### src/design/bscx_defines.svh
`ifndef BSCX_DEFINES_SVH
`define BSCX_DEFINES_SVH

// register address range of the data file
`define BSCX_REG_AW     7
`define BSCX_REG_DEPTH  128
// program counter width and page split
`define BSCX_PC_W       11
`define BSCX_PAGE_HI    10
`define BSCX_PAGE_LO    8
`define BSCX_PAGE_W     3
// return stack geometry
`define BSCX_SP_W       3
`define BSCX_STACK_D    8
// constants used by the logic
`define BSCX_ACC_CLEAR  8'h00
`define BSCX_PC_STEP    11'h001
`define BSCX_SP_STEP    3'h1
`define BSCX_PC_RESET   11'h000
`define BSCX_SP_RESET   3'h0
`define BSCX_ACC_RESET  8'h00
`define BSCX_Z_RESET    1'h0
`define BSCX_BIT_W      3

`endif

### src/design/bscx_pkg.sv
package bscx_pkg;

   // instruction opcodes seen by this decoder
   typedef enum logic [2:0]
   {
      BSCX_OP_NONE,
      BSCX_OP_SKIP_CLEAR,
      BSCX_OP_SKIP_SET,
      BSCX_OP_CALL,
      BSCX_OP_CLEAR_ACC
   } bscx_op_t;

   // sequencer states
   typedef enum logic [1:0]
   {
      BSCX_ST_EXEC,
      BSCX_ST_NOP,
      BSCX_ST_CALL2
   } bscx_state_t;

endpackage : bscx_pkg

### src/design/bscx_exec.sv
`timescale 1ns/10ps
`include "bscx_defines.svh"

module bscx_exec
   import bscx_pkg::*;
(
   // clock, reset, enable
   input  wire logic                      clk_sys,
   input  wire logic                      rst,
   input  wire logic                      ce,
   // instruction from fetch, same clock
   input  wire logic                      instr_valid,
   input  wire bscx_op_t                  instr_op,
   input  wire logic [`BSCX_REG_AW-1:0]   instr_reg,
   input  wire logic [`BSCX_BIT_W-1:0]    instr_bit,
   // register file read port, combinational data
   output logic      [`BSCX_REG_AW-1:0]   rf_addr,
   input  wire logic [7:0]                rf_rdata,
   // page register input
   input  wire logic [7:0]                table_high_page,
   // architectural state
   output logic      [`BSCX_PC_W-1:0]     pc,
   output logic      [7:0]                accumulator,
   output logic                           zero_flag,
   output logic      [`BSCX_SP_W-1:0]     stack_ptr,
   // stack observation
   output logic      [`BSCX_PC_W-1:0]     stack_top,
   // status to the fetch unit
   output logic                           busy,
   output logic                           discard
);

   // sequencer state
   bscx_state_t                 state_q, state_d;
   // state registers
   logic [`BSCX_PC_W-1:0]       pc_q;
   logic [7:0]                  acc_q;
   logic                        z_q;
   logic [`BSCX_SP_W-1:0]       sp_q;
   logic                        busy_q;
   logic                        discard_q;
   // decoded skip decision
   logic                        tested_bit;
   logic                        skip_now;
   // call handling
   logic                        take;
   logic                        push_en;
   logic [`BSCX_PC_W-1:0]       ret_addr;
   logic [`BSCX_PC_W-1:0]       call_target;

   // returns pc plus one, wrapping within the program space
   function automatic logic [`BSCX_PC_W-1:0] bscx_inc
      (input logic [`BSCX_PC_W-1:0] v);
      bscx_inc = v + `BSCX_PC_STEP;
   endfunction : bscx_inc

   ////////////////////////////////////////////////////////////////////////
   // decode

   // new instruction only accepted in the execute state
   assign take        = ce && instr_valid && (state_q == BSCX_ST_EXEC);
   // register file is only read, never written
   // address stays unregistered so the tested bit is seen this cycle
   assign rf_addr     = instr_reg;
   assign tested_bit  = rf_rdata[instr_bit];
   // skip decision by opcode and polarity of the tested bit
   always_comb
   begin
      skip_now = 1'b0;
      if (instr_op == BSCX_OP_SKIP_CLEAR)
      begin
         skip_now = ~tested_bit;
      end
      else if (instr_op == BSCX_OP_SKIP_SET)
      begin
         skip_now = tested_bit;
      end
   end

   // return address and call target
   assign ret_addr    = bscx_inc(pc_q);
   assign call_target = {table_high_page[`BSCX_PAGE_W-1:0],
                         acc_q};
   // a call is the only op that writes the stack
   assign push_en     = take && (instr_op == BSCX_OP_CALL);

   ////////////////////////////////////////////////////////////////////////
   // sequencer
   always_comb
   begin
      state_d = state_q;
      unique case (state_q)
         BSCX_ST_EXEC:
         begin
            if (take && skip_now)
            begin
               state_d = BSCX_ST_NOP;
            end
            else if (push_en)
            begin
               state_d = BSCX_ST_CALL2;
            end
         end
         // inserted no-op cycle, only advances pc past the skipped word
         BSCX_ST_NOP:   state_d = BSCX_ST_EXEC;
         // second call cycle
         BSCX_ST_CALL2: state_d = BSCX_ST_EXEC;
         // unused code, fall back to execute
         default:       state_d = BSCX_ST_EXEC;
      endcase
   end

   // state register
   always_ff @(posedge clk_sys)
   begin
      if (rst)
      begin
         state_q <= BSCX_ST_EXEC;
      end
      else if (ce)
      begin
         state_q <= state_d;
      end
   end

   ////////////////////////////////////////////////////////////////////////
   // program counter
   always_ff @(posedge clk_sys)
   begin
      if (rst)
      begin
         pc_q <= `BSCX_PC_RESET;
      end
      else if (push_en)
      begin
         pc_q <= call_target;
      end
      else if (take || (ce && state_q == BSCX_ST_NOP))
      begin
         // skipped slot still advances past the discarded word
         pc_q <= bscx_inc(pc_q);
      end
   end

   // stack pointer advances after the slot write
   always_ff @(posedge clk_sys)
   begin
      if (rst)
      begin
         sp_q <= `BSCX_SP_RESET;
      end
      else if (push_en)
      begin
         sp_q <= sp_q + `BSCX_SP_STEP;
      end
   end

   // return stack, written at the current pointer
   bscx_stack u_stack
   (
      .clk_sys (clk_sys),
      .ce      (ce),
      .wr_en   (push_en),
      .wr_addr (sp_q),
      .wr_data (ret_addr),
      .rd_addr (sp_q - `BSCX_SP_STEP),
      .rd_data (stack_top)
   );

   ////////////////////////////////////////////////////////////////////////
   // accumulator and zero flag
   always_ff @(posedge clk_sys)
   begin
      if (rst)
      begin
         acc_q <= `BSCX_ACC_RESET;
         z_q   <= `BSCX_Z_RESET;
      end
      else if (take && instr_op == BSCX_OP_CLEAR_ACC)
      begin
         acc_q <= `BSCX_ACC_CLEAR;
         z_q   <= 1'b1;
      end
   end

   ////////////////////////////////////////////////////////////////////////
   // status to fetch
   always_ff @(posedge clk_sys)
   begin
      if (rst)
      begin
         busy_q    <= 1'b0;
         discard_q <= 1'b0;
      end
      else if (ce)
      begin
         // busy tracks the state the sequencer moves into
         busy_q    <= (state_d != BSCX_ST_EXEC);
         discard_q <= take && skip_now;
      end
   end

   // outputs straight from flops
   assign pc          = pc_q;
   assign accumulator = acc_q;
   assign zero_flag   = z_q;
   assign stack_ptr   = sp_q;
   assign busy        = busy_q;
   assign discard     = discard_q;

endmodule : bscx_exec

### src/design/bscx_stack.sv
`timescale 1ns/10ps
`include "bscx_defines.svh"

// return stack memory with registered read data
module bscx_stack
(
   // clock and control
   input  wire logic                    clk_sys,
   input  wire logic                    ce,
   // write side
   input  wire logic                    wr_en,
   input  wire logic [`BSCX_SP_W-1:0]   wr_addr,
   input  wire logic [`BSCX_PC_W-1:0]   wr_data,
   // read side
   input  wire logic [`BSCX_SP_W-1:0]   rd_addr,
   output logic      [`BSCX_PC_W-1:0]   rd_data
);

   // storage array
   logic [`BSCX_PC_W-1:0] mem_q [`BSCX_STACK_D];

   ////////////////////////////////////////////////////////////////////////
   // write port
   always_ff @(posedge clk_sys)
   begin
      if (ce && wr_en)
      begin
         mem_q[wr_addr] <= wr_data;
      end
   end

   // registered read port
   always_ff @(posedge clk_sys)
   begin
      if (ce)
      begin
         rd_data <= mem_q[rd_addr];
      end
   end

endmodule : bscx_stack

### config.mk
export PLATFORM = sky130hd
export DESIGN_NAME = bscx_exec
export DESIGN_NICKNAME = d
export VERILOG_FILES = /design/src/design/bscx_pkg.sv /design/src/design/bscx_exec.sv /design/src/design/bscx_stack.sv
export VERILOG_INCLUDE_DIRS = /design/src /design/src/design
export SDC_FILE = /design/constraint.sdc
export NUM_CORES = 1
export LEC_CHECK = 0
export ABC_CLOCK_PERIOD_IN_PS = 2500
export BUFFER_PORTS_ARGS = -buffer_cell sky130_fd_sc_hd__buf_2
export CAP_MARGIN = 10
export CORE_MARGIN = 2
export CORE_UTILIZATION = 31
export DETAILED_ROUTE_END_ITERATION = 8
export GPL_TIMING_DRIVEN = 0
export PLACE_DENSITY = 0.55
export SYNTH_ARGS = -nofsm -noshare
export SYNTH_HDL_FRONTEND = slang
export SYNTH_SLANG_ARGS = --single-unit
### constraint.sdc
create_clock -name clk_sys -period 2.5 [get_ports clk_sys]
set_input_delay 0 -clock clk_sys [delete_from_list [all_inputs] [get_ports clk_sys]]
set_output_delay 0 -clock clk_sys [all_outputs]
set_load 0.05 [all_outputs]
==> results of run 1 <==
worst max path at each step:
stage | from | to | slack [ns] | cells after the start
final | stack_ptr[0] | u_stack.rd_data[6] | 0.11 | 6
after global routing | stack_ptr[0] | u_stack.rd_data[6] | 0.03 | 6
after CTS | stack_ptr[0] | u_stack.rd_data[6] | 0.07 | 6
after detailed placement | stack_ptr[0] | u_stack.rd_data[10] | -0.45 | 6
after global placement | ce | u_stack.mem_q[0][2] | -1.18 | 4
after floorplan | stack_ptr[1] | u_stack.mem_q[2][0] | 0.008 | 2
cell families (layout without fill, tap and decap cells):
logic type               count (synthesis)  in the layout  share of synthesized area, %
AO/OA/AOI/OAI                           22             22                          3.09
adder cells (fa/ha/maj)                  3              3                         0.773
XOR/XNOR                                12             12                          2.17
multiplexers                            37             37                          14.5
flip-flops                             118            118                          69.1
other                                    1              8                        0.0773
AND/OR/NAND/NOR                         60             60                          6.26
buffers and inverters                   33            133                          4.02
cells in the final DEF (no fill, tap or decap), types with 4 or more instances in the layout:
cell type       n
a21oi_1         7
nor2_1         16
edfxtp_1       99
mux4_2         22
nand3_1         5
buf_6           6
mux2_2         11
clkbuf_1        6
dlygate4sd3_1   5
a22oi_1         5
inv_1           7
buf_4          22
conb_1          8
nand2_1        16
buf_2          58
xor2_1          7
clkinv_1        4
dfxtp_1        17
xnor2_1         5
nor3_2          4
clkbuf_16      17
registers in the layout (all words and copies together) (netlist names):
| signal | flops |
|---|---|
| discard | 1 |
| u_stack.rd_data | 11 |
| pc | 11 |
| zero_flag | 1 |
| busy | 1 |
| stack_ptr | 3 |
| u_stack.mem_q | 88 |
| state_q | 2 |
where the power goes:
group | internal, µW | total, µW | switching [µW]
logic | 81.9 | 244 | 162
clock network | 1240 | 2050 | 811
registers | 2130 | 2140 | 7.93
total | 3450 | 4430 | 981
area by class of cell:
class,instances,area share (%)
clock inverter,11,1.02
buffer,26,2.94
inverter,7,0.429
sequential,118,54.8
clock buffer,20,7.14
tap,211,4.31
multi-input combinational,142,22.6
timing repair buffer,69,6.73
through the flow:
| step | cell area (µm²) | TNS (ns) | hold WS (ns) |
|---|---|---|---|
| final | 6120 | 0 | 0.00499 |
| after global routing | 6120 | 0 | 0.0348 |
| after detailed placement | 5560 | -6.31 | 0.279 |
| after CTS | 6120 | 0 | 0.00390 |
| after global placement | 5430 | -60.60 | 0.276 |
| after floorplan | 4890 | 0 | 0.112 |
per-layer routing:
layer	track usage (%)	vias to the layer above	routed length, µm
met4	5.05	0	157
met2	19.5	104	4680
met5	0	-	0
li1	-	1296	-
met3	3.67	15	528
met1	18.1	1379	4750
repair_timing:
action / 4_1_cts / 5_1_grt
setup endpoints to repair: 22 / 2
endpoints found under the hold margin: 6 / 0
hold buffers: 5 / 0
gates resized for setup: 9 / 2
critical path: stages, from the launching register on:
cell      delay [ns]
dfxtp_2         0.37
clkbuf_4        0.26
inv_1           0.14
ha_1            0.44
buf_4           0.26
mux4_2          0.34
mux2_2          0.31
==> metrics.md, run 1 <==
| Metric | Value |
|---|---|
| Number of antenna violations at the first check in global routing | `0` |
| Clock-pin slew on the worst setup and hold paths | `0.05 ns` |
| Number of pins with negative max-slew slack in the final report | `0` |
| Post-DP HPWL | `7040 µm` |
| PwrDens | `724 mW/mm²` |
| Worst reg2reg path depth | `6` |
| Total Routed Length | `10,100 µm` |
| Average routed wire per standard cell | `16.8 µm` |
| Footprint of the flip-flops and latches | `0.00336 mm²` |
| Buffer levels on the longest clock path | `2` |
| Total number of clock tree sinks | `118` |
| Worst Hold Launch | `instr_op[1]` |
| Cell types with the largest area share after synthesis | `edfxtp_1, mux4_2, dfxtp_1` |
| Vias post-DR | `2,794` |
| Number of port buffers | `55` |
| Max_slew headroom | `40.1%` |
| Top achievable clock speed | `419 MHz` |
| Initial Util | `31.8%` |
| Floorplan die width | `129 µm` |
| Die Y-Extent | `129 µm` |
| Area of the placeable core | `0.0153 mm²` |
| Share of the clock period used by the worst path after layout | `95.4%` |
| Core Rows | `45` |
| Register bit count reported by yosys | `118` |
| Number of global-route vias before repair | `2,850` |
| Number of clock buffers inserted by TritonCTS | `17` |
| Diode count | `0` |
| Max-cap viol count | `0` |
| Fraction of registers with async set or reset after synthesis | `0%` |
| First-pass GRT wire length | `15,800 µm` |
| Footprint of the multi-input gates | `0.00138 mm²` |
| Critical path startpoint category | `flop` |
| Crit. End Element | `flop` |
| Routability cong. | `0.783` |
| Synth-to-Final Area Change | `26.1%` |
| Worst Setup Slack, final | `0.114 ns` |
| Final number of hold-violating endpoints | `0` |
| Worst Tran Pin Value | `0.891 ns` |
| Post-route total power | `4430 µW` |
| IR Drop Worst-Case VDD | `457 µV` |
| Terminating pin of the worst hold path | `busy` |
| Largest fanout on the critical path | `10` |
| Class of the most critical hold timing path | `input pin to flop` |
| Distinct cells, synth | `43` |
| Share of post-route cells with drive strength above 1 | `40.5%` |
| Pre-CTS WS | `-0.455 ns` |
| Average cell area after synthesis | `17.0 µm²` |
| Endpoint arrival time on the critical path | `2.53 ns` |
| Combined global-route utilization of all metal layers | `13.0%` |
| Number of enable flip-flop cells after synthesis | `99` |
| DRT iter0 DRCs | `248` |
| Final setup fails | `0` |
| Remaining design rule violation count | `0` |
| Maximum number of pins on one net before global-route repair | `17` |
| Post-synthesis cell count | `286` |
| Number of levels in the clock H-tree | `4` |
| Proportion of netlist area held by the largest area contributor | `61.3%` |
| Post-Route Utilization | `40.1%` |
| Number of nets in the layout | `417` |
| Synth area leader | `edfxtp_1` |
| FF-to-FF setup slack | `0.11 ns` |
| CTS tree | `yes` |
| Total instance count after detailed placement | `568` |
| Vias per inst | `4.63` |
| Full die area | `0.0167 mm²` |
| Outcome | `completed` |
| Number of stages on the worst hold path | `3` |
| Startpoint-to-endpoint class of the critical path | `flop to flop` |
| Period minus WS final | `2.39 ns` |
| Most frequent cell after synthesis | `edfxtp_1` |
| I/O pin count | `76` |
| Filler Cell Count | `1,430` |
| Leak | `0.00224 µW` |
| Startpoint of the lowest-slack register-to-register path | `stack_ptr[0]` |
| Count of nets left with antenna violations after detail routing | `0` |
| Dominant synthesized flop cell | `edfxtp_1` |
| Sequential fraction of the synthesis area | `69.1%` |
| First-pass iteration count of the detailed router | `4` |
| Overflow after GRT | `0` |
| Post-synth top cells | `edfxtp_1, mux4_2, dfxtp_1, nor2_1` |
| Setup repair after global routing missed its margin | `false` |
| Warning count from the yosys run | `0` |
| Clock latency on the worst-skew pair | `0.41 ns` |
| Cell area after synthesis | `0.00485 mm²` |
| Number of post-CTS setup repair buffers | `0` |
| Filler-free cell count of the finished design | `604` |
| Root Driver | `clkbuf_16` |
| Reg-to-reg critical path endpoint | `u_stack.rd_data[6]` |
| Setup Skew | `0.00595 ns` |
| Required time of the worst setup path | `2.65 ns` |
No activity file was read; power rests on OpenSTA's default activity.
==> inputs of run 2 (changes only) <==
--- a/config.mk
+++ b/config.mk
@@ -11,6 +11,7 @@
 export CAP_MARGIN = 10
 export CORE_MARGIN = 2
 export CORE_UTILIZATION = 31
+export CTS_BUF_LIST = sky130_fd_sc_hd__clkbuf_8
 export DETAILED_ROUTE_END_ITERATION = 8
 export GPL_TIMING_DRIVEN = 0
 export PLACE_DENSITY = 0.55
==> run 2 against run 1 <==
First-iteration DRC count is 4.0% lower. Combinational power up 2%. Register-to-register slack better by 0.02 ns.
==> metrics.md, run 2 (synthesized netlist as in run 1, its figures left out) <==
| Metric | Value |
|---|---|
| Number of global-route vias before repair | `2,822` |
| Met2 demand-to-capacity share in global routing | `19.5%` |
| Setup repair after global routing missed its margin | `false` |
| Met3 Track Usage GR | `3.92%` |
| Clock group share of total power | `36.5%` |
| Final setup fails | `0` |
| Internal portion of total power | `2860 µW` |
| PwrDens | `630 mW/mm²` |
| Worst Tran Pin Value | `0.838 ns` |
| Required time of the worst setup path | `2.66 ns` |
| Max-cap viol count | `0` |
| Setup Skew | `0.00936 ns` |
| Average routed wire per standard cell | `16.5 µm` |
| Floorplan die width | `129 µm` |
| Period minus WS final | `2.37 ns` |
| Vias post-DR | `2,757` |
| Clock latency on the worst-skew pair | `0.42 ns` |
| Largest fanout on the critical path | `10` |
| Number of nets in the layout | `420` |
| Number of clock buffers inserted by TritonCTS | `17` |
| Total number of clock tree sinks | `118` |
| DRT iter0 DRCs | `238` |
| Diode count | `0` |
| Sequence of cells on the critical path | `clkbuf_4 > inv_1 > ha_1 > buf_4 > mux4_2 > mux2_2` |
| Number of levels in the clock H-tree | `4` |
| Vias per inst | `4.54` |
| Share of post-route cells with drive strength above 1 | `40.2%` |
| Outcome | `completed` |
| First-pass iteration count of the detailed router | `5` |
| Crit. End Element | `flop` |
| Core Rows | `45` |
| Number of antenna violations at the first check in global routing | `0` |
| IR Drop Worst-Case VDD | `291 µV` |
| Net switching fraction of the power | `23.8%` |
| Critical path startpoint category | `flop` |
| Max_slew headroom | `43.7%` |
| Final Cell Area | `0.00596 mm²` |
| Startpoint-to-endpoint class of the critical path | `flop to flop` |
| Number of flip-flops in the largest register | `88` |
| Top achievable clock speed | `422 MHz` |
| I/O pin count | `76` |
| Fraction of power consumed by combinational cells | `6.6%` |
| Combined global-route utilization of all metal layers | `13.0%` |
| Remaining design rule violation count | `0` |
| GR peak layer | `met2` |
| Initial Util | `31.8%` |
| Buffer levels on the longest clock path | `2` |
| Share of power burned in registers | `56.9%` |
| Full die area | `0.0167 mm²` |
| Routability cong. | `0.783` |
| Share of the clock period used by the worst path after layout | `94.8%` |
| Leak | `0.00217 µW` |
| Endpoint arrival time on the critical path | `2.53 ns` |
| Die Y-Extent | `129 µm` |
| Count of nets left with antenna violations after detail routing | `0` |
| Final Hold Slack | `0.0381 ns` |
| Total placed instance area | `0.00556 mm²` |
| Slowest stage cell on the critical path | `ha_1` |
| First-pass GRT wire length | `15,700 µm` |
| Crit-path max cell delay | `0.44 ns` |
| Number of port buffers | `55` |
| Post-DP HPWL | `7040 µm` |
| Area of the placeable core | `0.0153 mm²` |
| Final number of hold-violating endpoints | `0` |
| Filler Cell Count | `1,451` |
| Synth-to-Final Area Change | `22.7%` |
| Total Routed Length | `10,000 µm` |
| Global routing met1 resource utilization | `18.0%` |
| Clock-pin slew on the worst setup and hold paths | `0.07 ns` |
| Register with the highest flop count | `u_stack.mem_q` |
| Overflow after GRT | `0` |
| CTS tree | `yes` |
| Number of pins with negative max-slew slack in the final report | `0` |
| Maximum number of pins on one net before global-route repair | `17` |
| Class of the most critical hold timing path | `input pin to flop` |
| Root Driver | `clkbuf_8` |
| Commonest non-fill, non-tap cell in the layout | `edfxtp_1` |
| Switching power summed over all nets | `892 µW` |
| Commonest non-fill, non-tap cells in the layout | `edfxtp_1, buf_2, buf_4, mux4_2` |
==> run 2: cell types whose count changed in the layout (fill, tap and decap cells not counted) <==
cell           delta
inv_1             +3
clkbuf_1          -3
clkbuf_8         +17
clkbuf_16        -17
dlygate4sd3_1     +3
==> run 2: cell type report <==
class	count	area (µm²)	share of cell area, %
Clock buffer	17	234	3.93
Sequential cell	118	3360	56.3
Clock inverter	14	73.8	1.24
Buffer	26	180	3.02
Inverter	7	26.3	0.441
Tap cell	211	264	4.43
Multi-Input combinational cell	142	1380	23.2
Timing Repair Buffer	72	442	7.41
==> run 2: metrics by stage <==
step	setup TNS (ns)	utilization (%)	setup WS, ns	std cells	total power, µW
after floorplan	0	-	0.00752	293	2350
after global placement	-60.60	35.6	-1.18	559	2410
after detailed placement	-6.31	36.4	-0.455	568	2420
after CTS	0	39.0	0.0731	607	3800
after global routing	0	39.0	0.0308	607	3900
final	0	39.0	0.129	607	3750
==> run 2: path summary, 6_finish.rpt <==
kind	start	endpoint	slack (ns)	cells past startpoint
max	stack_ptr[0]	u_stack.rd_data[6]	0.13	6
min	ce	u_stack.rd_data[5]	0.04	1
max reg2reg	stack_ptr[0]	u_stack.rd_data[6]	0.13	6
min reg2reg	discard	discard	0.46	2
==> run 2: power groups by stage <==
stage          Combinational, µW  Clock, µW  Sequential (µW)
2_1_floorplan                136          0             2210
3_3_place_gp                 235          0             2180
3_5_place_dp                 239          0             2180
4_1_cts                      250       1410             2130
5_1_grt                      265       1500             2130
6_report                     248       1370             2130
==> run 2: routing by layer <==
metal / up-vias / part of all wire, %
met5: - / 0
met2: 94 / 48
li1: 1293 / -
met1: 1368 / 45
met4: 0 / 0.35
met3: 2 / 6.3
==> run 2: worst max-delay path, delay by kind of cell (launching register included) <==
family | cells | cell delay [ns]
fa+ha+maj | 1 | 0.44
buf+inv | 3 | 0.66
mux | 2 | 0.63
flops | 1 | 0.37
==> run 2: repair_timing <==
item                       in CTS  in global routing
setup buffers                   0                  0
setup endpoints to repair      22                  2
hold buffers                    8                  0
hold endpoints to repair        6                  0
gates resized for setup         6                  2
